===== src/rtl/dcc_cfg.svh =====
// Purpose: Offsets, field values, reset values and codes of the
//          transfer counter and configuration block
// Assumes: 32-bit APB register bus, byte lanes on pstrb
// Notes:   Included by the design file and the bench
`ifndef DCC_CFG_SVH
`define DCC_CFG_SVH
// ----------------------------------------------------------------
// Register byte addresses
// ----------------------------------------------------------------
`define DCC_OFS_CMD      12'h030
`define DCC_OFS_COUNT    12'h034
`define DCC_OFS_CONFIG   12'h038
`define DCC_OFS_STATUS   12'h040
`define DCC_OFS_CONTROL  12'h044
// ----------------------------------------------------------------
// Reset and read values
// ----------------------------------------------------------------
`define DCC_COUNT_RST    32'h0000_0000
`define DCC_CONFIG_RST   16'h0001
`define DCC_CMD_READ     32'h0000_00FF
`define DCC_MSB_LANE     2
// ----------------------------------------------------------------
// Command codes
// ----------------------------------------------------------------
`define DCC_CMD_GENERIC_DMA_RD  8'h00
`define DCC_CMD_GENERIC_DMA_WR  8'h01
`define DCC_CMD_UDMA_RD  8'h02
`define DCC_CMD_UDMA_WR  8'h03
`define DCC_CMD_PIO_RD   8'h04
`define DCC_CMD_PIO_WR   8'h05
`define DCC_CMD_MDMA_RD  8'h06
`define DCC_CMD_MDMA_WR  8'h07
`define DCC_CMD_RESET    8'h11
// ----------------------------------------------------------------
// Field values
// ----------------------------------------------------------------
`define DCC_UDMA_MODE3   2'h3
`define DCC_PIO_MAX      3'h4
`define DCC_BUF_FULL     2'h2
`endif


===== src/rtl/dcc_pkg.sv =====
// Purpose: Types of the transfer counter and configuration block
// Assumes: Constants come from dcc_cfg.svh
// Notes:   Configuration word layout and state encoding
package dcc_pkg;
    // ----------------------------------------------------------------
    // Configuration word, bit 15 down to bit 0
    // ----------------------------------------------------------------
    typedef struct packed {
        logic       rsv15;                  // Reserved, stored
        logic       skip_ready;             // Ignore ready pin, UDMA
        logic       ata_select;             // ATA versus generic core
        logic [1:0] ultra_multiword_timing; // UDMA/MDMA timing mode
        logic [2:0] programmed_io_timing;   // PIO timing mode
        logic       counter_disable;        // Counter off, slave only
        logic [2:0] burst;                  // Stored, not interpreted
        logic [1:0] strobe_mode;            // Stored, not interpreted
        logic       rsv1;                   // Reserved, stored
        logic       width;                  // Stored, not interpreted
    } dcc_config_t;

    // ----------------------------------------------------------------
    // Status word, low bits
    // ----------------------------------------------------------------
    typedef struct packed {
        logic dir_in;     // Active transfer moves data inward
        logic eot_ended;  // Last transfer closed by end pin
        logic refused;    // A command refused, sticky until cleared
        logic done;       // Transfer finished
        logic busy;       // Transfer running
    } dcc_status_t;

    // One-hot engine states
    typedef enum logic [1:0] {
        DCC_IDLE = 2'b01,
        DCC_RUN  = 2'b10
    } dcc_state_t;
endpackage : dcc_pkg


===== src/rtl/dcc_top.sv =====
// Purpose: Transfer byte counter and configuration of the DMA engine
// Assumes: APB slave, zero wait states; pins synchronised here
// Notes:   Byte stream passes a two-entry buffer, counted on entry
//
// Contract
// - Four-byte counter, reads remaining bytes
// - Counter governs PIO, UDMA, MDMA, generic commands
// - Counter loads only on high byte write
// - Disable bit works in slave mode only
// - End pin closes inward transfer with counter off, validates packet
// - End pin ignored for outward transfers
// - Skip ready bit ignores ready pin, UDMA
// - ATA select one means ATA/MDMA core
// - ATA select zero means generic core
// - Timing values zero to two: modes 0-2
// - Timing value three: UDMA mode 3 only
// - PIO modes 0-4; values 5-7 reserved
`include "dcc_cfg.svh"
`timescale 1ns/100ps
`default_nettype none
module dcc_top
    import dcc_pkg::*;
(
    // Clock and reset
    input  wire logic        CLK,
    input  wire logic        RSTN,
    // APB slave
    input  wire logic        PSEL,
    input  wire logic        PENABLE,
    input  wire logic        PWRITE,
    input  wire logic [11:0] PADDR,
    input  wire logic [31:0] PWDATA,
    input  wire logic [3:0]  PSTRB,
    output logic      [31:0] PRDATA,
    output logic             PREADY,
    output logic             PSLVERR,
    // Pins from the external party
    input  wire logic        END_OF_TRANSFER_IN,
    input  wire logic        IORDY,
    // Byte source
    input  wire logic        S_VALID,
    input  wire logic [7:0]  S_DATA,
    output logic             S_READY,
    // Byte sink
    output logic             M_VALID,
    output logic      [7:0]  M_DATA,
    input  wire logic        M_READY,
    // Mode and event outputs
    output logic             VALIDATE_PKT,
    output logic             ATA_SELECT,
    output logic      [1:0]  ULTRA_TIMING,
    output logic      [2:0]  PIO_TIMING,
    output logic             STROBE_REG_EN
);
    // ----------------------------------------------------------------
    // Decode helper
    // ----------------------------------------------------------------
    // Register hit test on the word address
    function automatic logic hit(input logic [11:0] a, input logic [11:0] o);
        hit = (a[11:2] == o[11:2]);
    endfunction : hit

    // ----------------------------------------------------------------
    // State
    // ----------------------------------------------------------------
    dcc_state_t  state,      next_state;      // Engine state
    logic [31:0] remain,     next_remain;     // Remaining byte count
    logic [23:0] stage,      next_stage;      // Low bytes awaiting load
    dcc_config_t config_w,   next_config_w;   // Configuration word
    dcc_status_t status,     next_status;     // Status flags
    logic        master,     next_master;     // Master handshake mode
    logic [7:0]  cmd,        next_cmd;        // Active command
    logic        validate,   next_validate;   // Packet validate pulse
    logic [7:0]  buf_mem [2];                 // Two-entry buffer
    logic [7:0]  next_mem [2];                // Buffer next contents
    logic        wr_ptr,     next_wr_ptr;     // Buffer write slot
    logic        rd_ptr,     next_rd_ptr;     // Buffer read slot
    logic [1:0]  fill,       next_fill;       // Buffer occupancy
    logic [1:0]  eot_sync,   next_eot_sync;   // End pin synchroniser
    logic [1:0]  rdy_sync,   next_rdy_sync;   // Ready pin synchroniser
    // ----------------------------------------------------------------
    // Combinational terms
    // ----------------------------------------------------------------
    logic        wr_acc;     // APB write access
    logic        mapped;     // Address is mapped
    logic        cnt_en;     // Counter active
    logic        is_udma;    // Active command is UDMA
    logic        ready_ok;   // Ready pin allows transfer
    logic        s_fire;     // Byte enters buffer
    logic        m_fire;     // Byte leaves buffer
    logic        eot_close;  // End pin closes transfer
    logic        cmd_wr;     // Command register written
    logic        cmd_ok;     // Written command accepted
    logic        cmd_xfer;   // Written command is a transfer
    logic [31:0] load_val;   // Full count on high byte write

    // Bus decode, zero wait states
    always_comb
    begin
        mapped  = hit(PADDR, `DCC_OFS_CMD) || hit(PADDR, `DCC_OFS_COUNT) ||
                  hit(PADDR, `DCC_OFS_CONFIG) ||
                  hit(PADDR, `DCC_OFS_STATUS) ||
                  hit(PADDR, `DCC_OFS_CONTROL);
        wr_acc  = PSEL && PENABLE && PWRITE && mapped;
        PREADY  = 1'b1;
        PSLVERR = PSEL && PENABLE && !mapped;
    end

    // Read mux, unused upper bits read zero
    always_comb
    begin
        PRDATA = 32'h0000_0000;
        if (hit(PADDR, `DCC_OFS_CMD))
            PRDATA = `DCC_CMD_READ;
        else if (hit(PADDR, `DCC_OFS_COUNT))
            PRDATA = remain;
        else if (hit(PADDR, `DCC_OFS_CONFIG))
            PRDATA = {16'h0000, config_w};
        else if (hit(PADDR, `DCC_OFS_STATUS))
            PRDATA = {27'h0000000, status};
        else if (hit(PADDR, `DCC_OFS_CONTROL))
            PRDATA = {31'h00000000, master};
    end

    // Transfer gating and command checks
    always_comb
    begin
        // Disable bit honoured only in slave mode
        cnt_en   = master || !config_w.counter_disable;
        is_udma  = (cmd == `DCC_CMD_UDMA_RD) || (cmd == `DCC_CMD_UDMA_WR);
        // Ready pin skipped only for UDMA commands
        ready_ok = rdy_sync[1] || (is_udma && config_w.skip_ready);
        // Stall at zero count while counting, or at full buffer
        S_READY  = (state == DCC_RUN) && (fill != `DCC_BUF_FULL) &&
                   ready_ok && (!cnt_en || remain != 32'h0000_0000);
        s_fire   = S_VALID && S_READY;
        M_VALID  = (fill != 2'h0);
        M_DATA   = buf_mem[rd_ptr];
        m_fire   = M_VALID && M_READY;
        // End pin counts only inward with counter off
        eot_close = (state == DCC_RUN) && !cnt_en && status.dir_in &&
                    eot_sync[1];
        cmd_wr   = wr_acc && hit(PADDR, `DCC_OFS_CMD) && PSTRB[0];
        cmd_xfer = (PWDATA[7:0] <= `DCC_CMD_MDMA_WR);
        // Generic codes need ATA select low, others high
        if (PWDATA[7:1] == 7'h00)
            cmd_ok = !config_w.ata_select;
        else if (PWDATA[7:1] == 7'h02)
            cmd_ok = config_w.ata_select &&
                     (config_w.programmed_io_timing <= `DCC_PIO_MAX);
        else if (PWDATA[7:1] == 7'h03)
            cmd_ok = config_w.ata_select &&
                     (config_w.ultra_multiword_timing != `DCC_UDMA_MODE3);
        else
            cmd_ok = config_w.ata_select;
        load_val = {PWDATA[31:24],
                    PSTRB[2] ? PWDATA[23:16] : stage[23:16],
                    PSTRB[1] ? PWDATA[15:8]  : stage[15:8],
                    PSTRB[0] ? PWDATA[7:0]   : stage[7:0]};
    end

    // ----------------------------------------------------------------
    // Next-state logic
    // ----------------------------------------------------------------
    always_comb
    begin
        next_state    = state;
        next_remain   = remain;
        next_stage    = stage;
        next_config_w = config_w;
        next_status   = status;
        next_master   = master;
        next_cmd      = cmd;
        next_validate = 1'b0;
        next_mem      = buf_mem;
        next_wr_ptr   = wr_ptr;
        next_rd_ptr   = rd_ptr;
        next_fill     = fill;
        next_eot_sync = {eot_sync[0], END_OF_TRANSFER_IN};
        next_rdy_sync = {rdy_sync[0], IORDY};
        // Software clears sticky flags by writing one
        if (wr_acc && hit(PADDR, `DCC_OFS_STATUS) && PSTRB[0])
        begin
            next_status.done      = status.done && !PWDATA[1];
            next_status.refused   = status.refused && !PWDATA[2];
            next_status.eot_ended = status.eot_ended && !PWDATA[3];
        end
        if (wr_acc && hit(PADDR, `DCC_OFS_CONFIG))
        begin
            if (PSTRB[0])
                next_config_w[7:0] = PWDATA[7:0];
            if (PSTRB[1])
                next_config_w[15:8] = PWDATA[15:8];
        end
        if (wr_acc && hit(PADDR, `DCC_OFS_CONTROL) && PSTRB[0])
            next_master = PWDATA[0];
        // Byte decrement while counting
        if (s_fire && cnt_en)
            next_remain = remain - 32'h0000_0001;
        // Low bytes only staged; high byte loads counter
        if (wr_acc && hit(PADDR, `DCC_OFS_COUNT))
        begin
            if (PSTRB[3])
                next_remain = load_val;
            else
                next_stage = load_val[23:0];
        end
        // Buffer write and read
        if (s_fire)
        begin
            next_mem[wr_ptr] = S_DATA;
            next_wr_ptr      = !wr_ptr;
        end
        if (m_fire)
            next_rd_ptr = !rd_ptr;
        next_fill = fill + {1'b0, s_fire} - {1'b0, m_fire};
        case (state)
            DCC_IDLE:
            begin
                // Command starts a set-up transfer
                if (cmd_wr && cmd_xfer)
                begin
                    if (cmd_ok)
                    begin
                        next_state         = DCC_RUN;
                        next_cmd           = PWDATA[7:0];
                        next_status.dir_in = !PWDATA[0];
                        next_status.done   = 1'b0;
                        next_status.eot_ended = 1'b0;
                    end
                    else
                        next_status.refused = 1'b1;
                end
            end
            DCC_RUN:
            begin
                if (cmd_wr && PWDATA[7:0] == `DCC_CMD_RESET)
                    next_state = DCC_IDLE;           // Abort on reset code
                else if (eot_close)
                begin
                    next_state            = DCC_IDLE;
                    next_validate         = 1'b1;
                    next_status.done      = 1'b1;
                    next_status.eot_ended = 1'b1;
                end
                else if (cnt_en && next_remain == 32'h0000_0000)
                begin
                    next_state       = DCC_IDLE;
                    next_status.done = 1'b1;
                end
            end
            default:
                next_state = DCC_IDLE;
        endcase
        next_status.busy = (next_state == DCC_RUN);
    end

    // ----------------------------------------------------------------
    // Registers
    // ----------------------------------------------------------------
    always_ff @(posedge CLK)
    begin
        if (!RSTN)
        begin
            state    <= DCC_IDLE;
            remain   <= `DCC_COUNT_RST;
            stage    <= 24'h000000;
            config_w <= `DCC_CONFIG_RST;
            status   <= 5'h00;
            master   <= 1'b0;
            cmd      <= 8'h00;
            validate <= 1'b0;
            buf_mem  <= '{8'h00, 8'h00};
            wr_ptr   <= 1'b0;
            rd_ptr   <= 1'b0;
            fill     <= 2'h0;
            eot_sync <= 2'h0;
            rdy_sync <= 2'h0;
        end
        else
        begin
            state    <= next_state;
            remain   <= next_remain;
            stage    <= next_stage;
            config_w <= next_config_w;
            status   <= next_status;
            master   <= next_master;
            cmd      <= next_cmd;
            validate <= next_validate;
            buf_mem  <= next_mem;
            wr_ptr   <= next_wr_ptr;
            rd_ptr   <= next_rd_ptr;
            fill     <= next_fill;
            eot_sync <= next_eot_sync;
            rdy_sync <= next_rdy_sync;
        end
    end

    // Mode outputs follow the configuration word; strobe enable also needs a UDMA command
    always_comb
    begin
        VALIDATE_PKT  = validate;
        ATA_SELECT    = config_w.ata_select;
        ULTRA_TIMING  = config_w.ultra_multiword_timing;
        PIO_TIMING    = config_w.programmed_io_timing;
        STROBE_REG_EN = is_udma && (config_w.ultra_multiword_timing ==
                        `DCC_UDMA_MODE3);
    end

    // ----------------------------------------------------------------
    // Assertions
    // ----------------------------------------------------------------
    count_load_a: assert property (@(posedge CLK) disable iff (!RSTN)
        wr_acc && hit(PADDR, `DCC_OFS_COUNT) && PSTRB[3] |=>
        remain == $past(load_val))
        else $error("count not loaded on high byte");
    partial_hold_a: assert property (@(posedge CLK) disable iff (!RSTN)
        wr_acc && hit(PADDR, `DCC_OFS_COUNT) && !PSTRB[3] && !s_fire |=>
        $stable(remain))
        else $error("partial write changed count");
    byte_dec_a: assert property (@(posedge CLK) disable iff (!RSTN)
        s_fire && cnt_en && !(wr_acc && hit(PADDR, `DCC_OFS_COUNT)) |=>
        remain == $past(remain) - 32'h0000_0001)
        else $error("count not decremented per byte");
    zero_stop_a: assert property (@(posedge CLK) disable iff (!RSTN)
        cnt_en && remain == 32'h0000_0000 |-> !S_READY)
        else $error("byte taken at zero count");
    master_count_a: assert property (@(posedge CLK) disable iff (!RSTN)
        master && state == DCC_RUN && s_fire &&
        !(wr_acc && hit(PADDR, `DCC_OFS_COUNT)) |=> remain != $past(remain))
        else $error("master mode counter stopped");
    eot_close_a: assert property (@(posedge CLK) disable iff (!RSTN)
        state == DCC_RUN && !cnt_en && status.dir_in && eot_sync[1] &&
        !cmd_wr |=> VALIDATE_PKT && state == DCC_IDLE ##1 !VALIDATE_PKT)
        else $error("end pin did not close inward transfer");
    eot_ignore_a: assert property (@(posedge CLK) disable iff (!RSTN)
        state == DCC_RUN && !status.dir_in && !cnt_en && !cmd_wr |=>
        state == DCC_RUN && !VALIDATE_PKT)
        else $error("outward transfer ended without cause");
    ready_gate_a: assert property (@(posedge CLK) disable iff (!RSTN)
        !rdy_sync[1] && !(is_udma && config_w.skip_ready) |-> !S_READY)
        else $error("byte taken without ready pin");
    ata_refuse_a: assert property (@(posedge CLK) disable iff (!RSTN)
        state == DCC_IDLE && cmd_wr && PWDATA[7:1] == 7'h00 &&
        config_w.ata_select |=> state == DCC_IDLE && status.refused)
        else $error("generic command ran in Ata_select");
endmodule : dcc_top
`default_nettype wire


===== config.mk =====
export PLATFORM = sky130hd
export DESIGN_NAME = dcc_top
export DESIGN_NICKNAME = d
export VERILOG_FILES = /design/src/rtl/dcc_pkg.sv /design/src/rtl/dcc_top.sv
export VERILOG_INCLUDE_DIRS = /design/src /design/src/rtl
export SDC_FILE = /design/constraint.sdc
export NUM_CORES = 1
export LEC_CHECK = 0
export ABC_AREA = 1
export BUFFER_PORTS_ARGS = -buffer_cell sky130_fd_sc_hd__buf_2
export CAP_MARGIN = 20
export CORE_MARGIN = 3
export CORE_UTILIZATION = 61
export CTS_CLUSTER_DIAMETER = 120
export DETAILED_ROUTE_END_ITERATION = 16
export GPL_TIMING_DRIVEN = 0
export PLACE_DENSITY_LB_ADDON = 0.2
export SETUP_SLACK_MARGIN = 0.2
export SYNTH_ARGS = -nofsm -noshare
export SYNTH_HDL_FRONTEND = slang
export SYNTH_SLANG_ARGS = --single-unit

===== constraint.sdc =====
create_clock -name CLK -period 4.45 [get_ports CLK]
set_input_delay 0 -clock CLK [delete_from_list [all_inputs] [get_ports CLK]]
set_output_delay 0 -clock CLK [all_outputs]
set_load 0.03 [all_outputs]

==> metrics.cfg, run 1 <==
[synthesis]
synth-main-ff-cell=dfxtp_1
synth-seq-area-share_pct=33.32
synth-async-reset-ratio_pct=0
ys_ff_latch=112
syn-num-nets=1140
synth_edf_count=0
synth_cell_type_count=44
yosysWarnings=0
synth_area_um2=6729
syn_inst=1069
syn_avg_cell_area_um2=6.295

[placement]
port_buffers=109
place.gp.congestion=1.032
detailed_place_hpwl_um=16310

[critical_path]
cp-start-kind=flop
required_ns=4.78
critPathCaptureType=flop
ff2ff_setup_slack_ns=1.22
worstPathArrival_ns=3.55
cp_max_fo=7
critical_path_class=flop to flop

[timing]
finalClockSkew_ns=0.01267
max_slew_margin_pct=41.96
worst_pin_slew_ns=0.8659
finalCriticalPeriod_ns=3.227
hold_violations=0
holdWs_ns=0.007218
slew_viol_final=0
setup_violations=0
timing.final.crit_share_pct=72.52
rsz0062_at_grt=no
setup_tns_ns=0
fmax_ghz=0.3099

[finish]
final_cell_mix=nand2_1 (251), nor2_1 (191), inv_1 (127)
final_common_cell=nand2_1
drive_gt1_share_pct=14.47
antenna_cells=0
fin_nets=1296
syn2layout_area_growth_pct=19.28

[die]
dieWidth_um=111.0
initial_utilization_pct=64.03
die_area_um2=12330
die_h_um=111.0
coreArea_um2=10510
fp-row-count=37
ios=117

[grt]
met2_usage_pct=56.51
grt_antenna_before_repair=0
first_global_vias=7092
grtUsageTotal_pct=35.07
top_usage_layer=met2
grt_pass1_wl_um=34900
grt_util_met3_pct=7.151
overflow=0
grt_use_met1_pct=47.33
grt_max_degree=21

[pwr]
p_switching_uw=463.5
combPwrFrac_pct=7.4
swShare_pct=25.54
p_clk_share_pct=37.3
cell_internal_pwr_mw=1.351
leakage_nw=4.026
power_density_nw_per_um2=226.1
seq_power_share_pct=55.3
peakVddDrop_v=0.0002400

[route]
dr.pass1.iters=5
first_iter_violations=771
wl_per_cell_um=16.10
route.vias.total=7593
viasPerCell=5.559
drt-total-wl_um=22000
drc=0
postRouteAntennaNets=0

[clock_tree]
cts-root-buf=clkbuf_8
clockBufferDepth=2
post_cts_buffers=0
clk_latency_ns=0.39
cts_buffers=9
cts_tree=built
ctsResizeCount=0
htreeDepth=3
clock_sinks=112
cts.clk_slew.worst_paths_ns=0.11
hold_buffers=36

[status]
status=finished clean

[worst_hold_path]
worstHoldPathType=input pin to flop

[run]
drv_cap=0

critical path, stage by stage (launching register included):
cell and delay, ns:
dfxtp_1 0.37, inv_1 0.08, ha_1 0.21, o21ai_0 0.16, a21oi_1 0.36, nand2_1 0.09
nor2_1 0.66, nand3_1 0.15, nand3_1 0.15, nand2_1 0.08, nand2_1 0.07, nor2_1 0.04
nand2_1 0.15, nor2_2 0.07, nand3_2 0.11, nand3_1 0.11, nand2_1 0.09, nand2_1 0.09
nor2_1 0.12
flip-flops by register name, indices dropped and copies added (netlist names), 2 cells and up:
| register | flops |
|---|---|
| PIO_TIMING | 3 |
| rdy_sync | 2 |
| eot_sync | 2 |
| buf_mem | 16 |
| remain | 32 |
| ULTRA_TIMING | 2 |
| fill | 2 |
| stage | 24 |
| cmd | 7 |
| state | 2 |
| status | 5 |
| config_w | 10 |
layer usage:
metal  vias to the layer above  part of all wire (%)  wire [µm]
li1                       3696                     -          -
met2                       423                    45       9792
met1                      3424                    42       9199
met3                        50                    11       2496
met5                         -                     0          0
met4                         0                   2.3        508
logic make-up after synthesis:
family	share of synthesized area (%)
other	0.05573
DFF	33.32
muxes	2.231
buffers and inverters	10.97
adders and majority gates	1.116
AOI/OAI and AO/OA	12.31
xor gates and xnor gates	2.994
and+or+nand+nor	37.00
cell usage after synthesis, types with 7 or more instances:
cell type  number  area [µm²]
xor2_1         23       201.4
mux2i_1        15       150.1
nand3_1        62       310.3
dfxtp_1       112        2242
a21oi_1        62       310.3
inv_1         127       476.7
buf_4           8       60.06
nor2_2          9       56.30
nand4_1        11       68.82
o21ai_0        72       360.4
nand2_1       251       942.2
or2_1          11       68.82
buf_2           7       35.03
clkbuf_1       25       93.84
nor3_1         18       90.09
nor2_1        191       716.9
power groups by stage:
stage	Combinational, mW	Clock, mW	Sequential [mW]
2_1_floorplan	0.0525	0	1.03
4_1_cts	0.127	0.673	1.00
6_report	0.134	0.677	1.00
3_3_place_gp	0.101	0	1.03
3_5_place_dp	0.103	0	1.03
5_1_grt	0.144	0.709	1.00
final cells by class:
type,count,area [µm²]
buffer,46,234.0
clock buffer,10,137.6
clock inverter,6,83.83
fill,848,2482
inverter,133,504.2
multi-input combinational,778,3749
sequential,112,2242
tap,136,170.2
timing repair buffer,145,905.9
stage by stage:
stage / area, µm² / cells / total power, mW / util [%] / setup WS (ns)
2_1_floorplan: 6729 / 1069 / 1.079 / - / 1.930
3_3_place_gp: 7445 / 1314 / 1.128 / 70.84 / 1.455
3_5_place_dp: 7445 / 1314 / 1.130 / 70.84 / 1.453
4_1_cts: 8026 / 1366 / 1.804 / 76.38 / 1.403
5_1_grt: 8026 / 1366 / 1.858 / 76.38 / 0.9811
6_report: 8026 / 1366 / 1.814 / 76.38 / 1.223
final timing paths:
kind	startpoint	endpoint	depth (start not counted)
setup / recovery	state[0]	status[0]	18
hold / removal	PWDATA[18]	stage[18]	5
hold reg to reg	eot_sync[0]	eot_sync[1]	2
setup reg to reg	state[0]	status[0]	18
Power figures use the tool's default switching activity.
==> run 2, diff against run 1 <==
- CORE_UTILIZATION: 61 -> 51
- clock period: 4.45 -> 2.7 ns (I/O delays scaled with it)
==> run 2 against run 1 <==
  * Core utilization shrank 3.7 points
  * Setup slack lost 1.2 ns
  * Non-clock buffer count up 59
  * Die area rose by 18%
  * Hold slack improved by 0.016 ns
  * Total power up 76%
  * First-iteration DRC count up 8.2%
  * Sequential share of layout area decreased by 3.5 points
  * Clock skew is 0.0038 ns lower
  * Design area up 16%
==> metrics.cfg, run 2 (synthesized netlist as in run 1, its figures left out) <==
[critical_path]
critical_path_class=flop to flop
r2r_start=state[0]
cp-start-kind=flop
worstPathArrival_ns=2.95
required_ns=2.97
crit_start=state[0]
timing.rr.end=state[1]
critPathCaptureType=flop
r2r_cells=19
critPathCapture=state[1]
ff2ff_setup_slack_ns=0.02
cp_max_fo=5

[finish]
regMostFlops=remain
syn2layout_area_growth_pct=37.91
antenna_cells=0
reg_top3=remain: 32 flops, stage: 24 flops, buf_mem: 16 flops
final_cell_mix=nand2_1 (210), nor2_1 (151), inv_1 (118)
final_common_cell=nand2_1
fin_nets=1356
regArea_um2=2268
fillers=1052
drive_gt1_share_pct=28.68
final_cells=1462
multi_input_area_um2=4242
largest_register_ffs=32

[route]
wl_per_cell_um=16.69
first_iter_violations=834
dr.pass1.iters=5
viasPerCell=5.382
drt-total-wl_um=24400
postRouteAntennaNets=0
drc=0
route.vias.total=7869

[clock_tree]
cts.clk_slew.worst_paths_ns=0.08
cts-root-buf=clkbuf_16
cts_tree=built
clock_sinks=112
htreeDepth=3
clockBufferDepth=2
cts_buffers=9
clk_latency_ns=0.37

[grt]
grtUsageTotal_pct=31.07
first_global_vias=6957
grt_antenna_before_repair=0
grt_max_degree=20
grt_pass1_wl_um=35530
overflow=0

[timing]
slew_viol_final=0
rsz0062_at_grt=yes
setup_tns_ns=0
timing.final.crit_share_pct=99.15
hold_violations=0
fmax_ghz=0.3736
finalClockSkew_ns=0.008834
max_slew_margin_pct=41.75
worst_pin_slew_ns=0.8690
setup_violations=0
finalCriticalPeriod_ns=2.677
setup_ws_ns=0.02301

[die]
die_h_um=120.9
coreArea_um2=12770
initial_utilization_pct=52.68
die_area_um2=14610
dieWidth_um=120.9
ios=117
fp-row-count=41

[run]
drv_cap=0

[placement]
placed_cells=1350
detailed_place_hpwl_um=16530
place.gp.congestion=1.022
port_buffers=109
place_ws_ns=-0.3294

[pwr]
leakage_nw=4.539
peakVddDrop_v=0.0004150
power_density_nw_per_um2=344.4

[status]
status=finished clean

[worst_hold_path]
worstHoldPathType=input pin to flop

-- run 2: critical path, stage by stage, from the launching register on --
cell and delay [ns]:
dfxtp_1 0.36, inv_2 0.09, ha_4 0.17, o21ai_2 0.09, a21oi_4 0.21, buf_6 0.15
nand4_4 0.16, clkbuf_16 0.22, nand2_2 0.07, nand2_2 0.07, a21oi_2 0.16, nand2_1 0.08
nor2_2 0.12, nand2_2 0.07, nor2_4 0.12, nand3_4 0.11, nand3_2 0.11, nand2_2 0.06
nand2_2 0.09, nor2_1 0.05
-- run 2: area by class of cell --
| cell class | instances | area share [%] |
|---|---|---|
| multi-input cells | 779 | 45.71 |
| flip-flops and latches | 112 | 24.44 |
| repair buffers | 204 | 15.86 |
| inverters | 133 | 5.595 |
| plain buffers | 46 | 3.034 |
| clock buffers | 10 | 2.467 |
| well taps | 172 | 2.319 |
| clock inverters | 6 | 0.5797 |
-- run 2: worst min-delay path by stage --
stage                                   from          end  cells past startpoint  slack [ns]
final                              PWDATA[4]  config_w[4]                      3        0.02
after global routing               PWDATA[4]  config_w[4]                      3        0.08
after CTS                         PWDATA[19]   remain[19]                      5        0.02
after detailed placement  END_OF_TRANSFER_IN  eot_sync[0]                      3        0.19
after global placement    END_OF_TRANSFER_IN  eot_sync[0]                      3        0.18
after floorplan                    PWDATA[0]    status[4]                      1        0.09
-- run 2: per-layer routing --
layer | track usage (%) | up-vias | routed length, µm
met5 | 0 | - | 0
met4 | 9.490 | 0 | 767
met3 | 7.040 | 61 | 2208
met2 | 48.14 | 388 | 11080
met1 | 43.14 | 3596 | 10350
li1 | - | 3824 | -
-- run 2: power breakdown --
part / switching, mW / internal, mW
sequential: 0.000714 / 1.65
combinational: 0.124 / 0.0909
clock: 0.690 / 0.641
total: 0.815 / 2.38
-- run 2: what timing repair did --
item	in CTS	in global routing
hold buffers	32	0
setup endpoints to repair	22	25
buffers inserted	40	20
pin swaps	33	60
endpoints found under the hold margin	43	0
gates resized for setup	74	136
gates cloned	4	0
-- run 2: stage by stage --
step / hold WS [ns] / utilization (%) / cell area, µm² / power (mW)
after detailed placement: 0.1940 / 58.65 / 7492 / 1.864
after CTS: 0.01756 / 68.30 / 8725 / 3.181
final: 0.02346 / 72.65 / 9280 / 3.196
after global placement: 0.1850 / 58.65 / 7492 / 1.863
after global routing: 0.07851 / 72.65 / 9280 / 3.277
after floorplan: 0.08996 / - / 6731 / 1.779
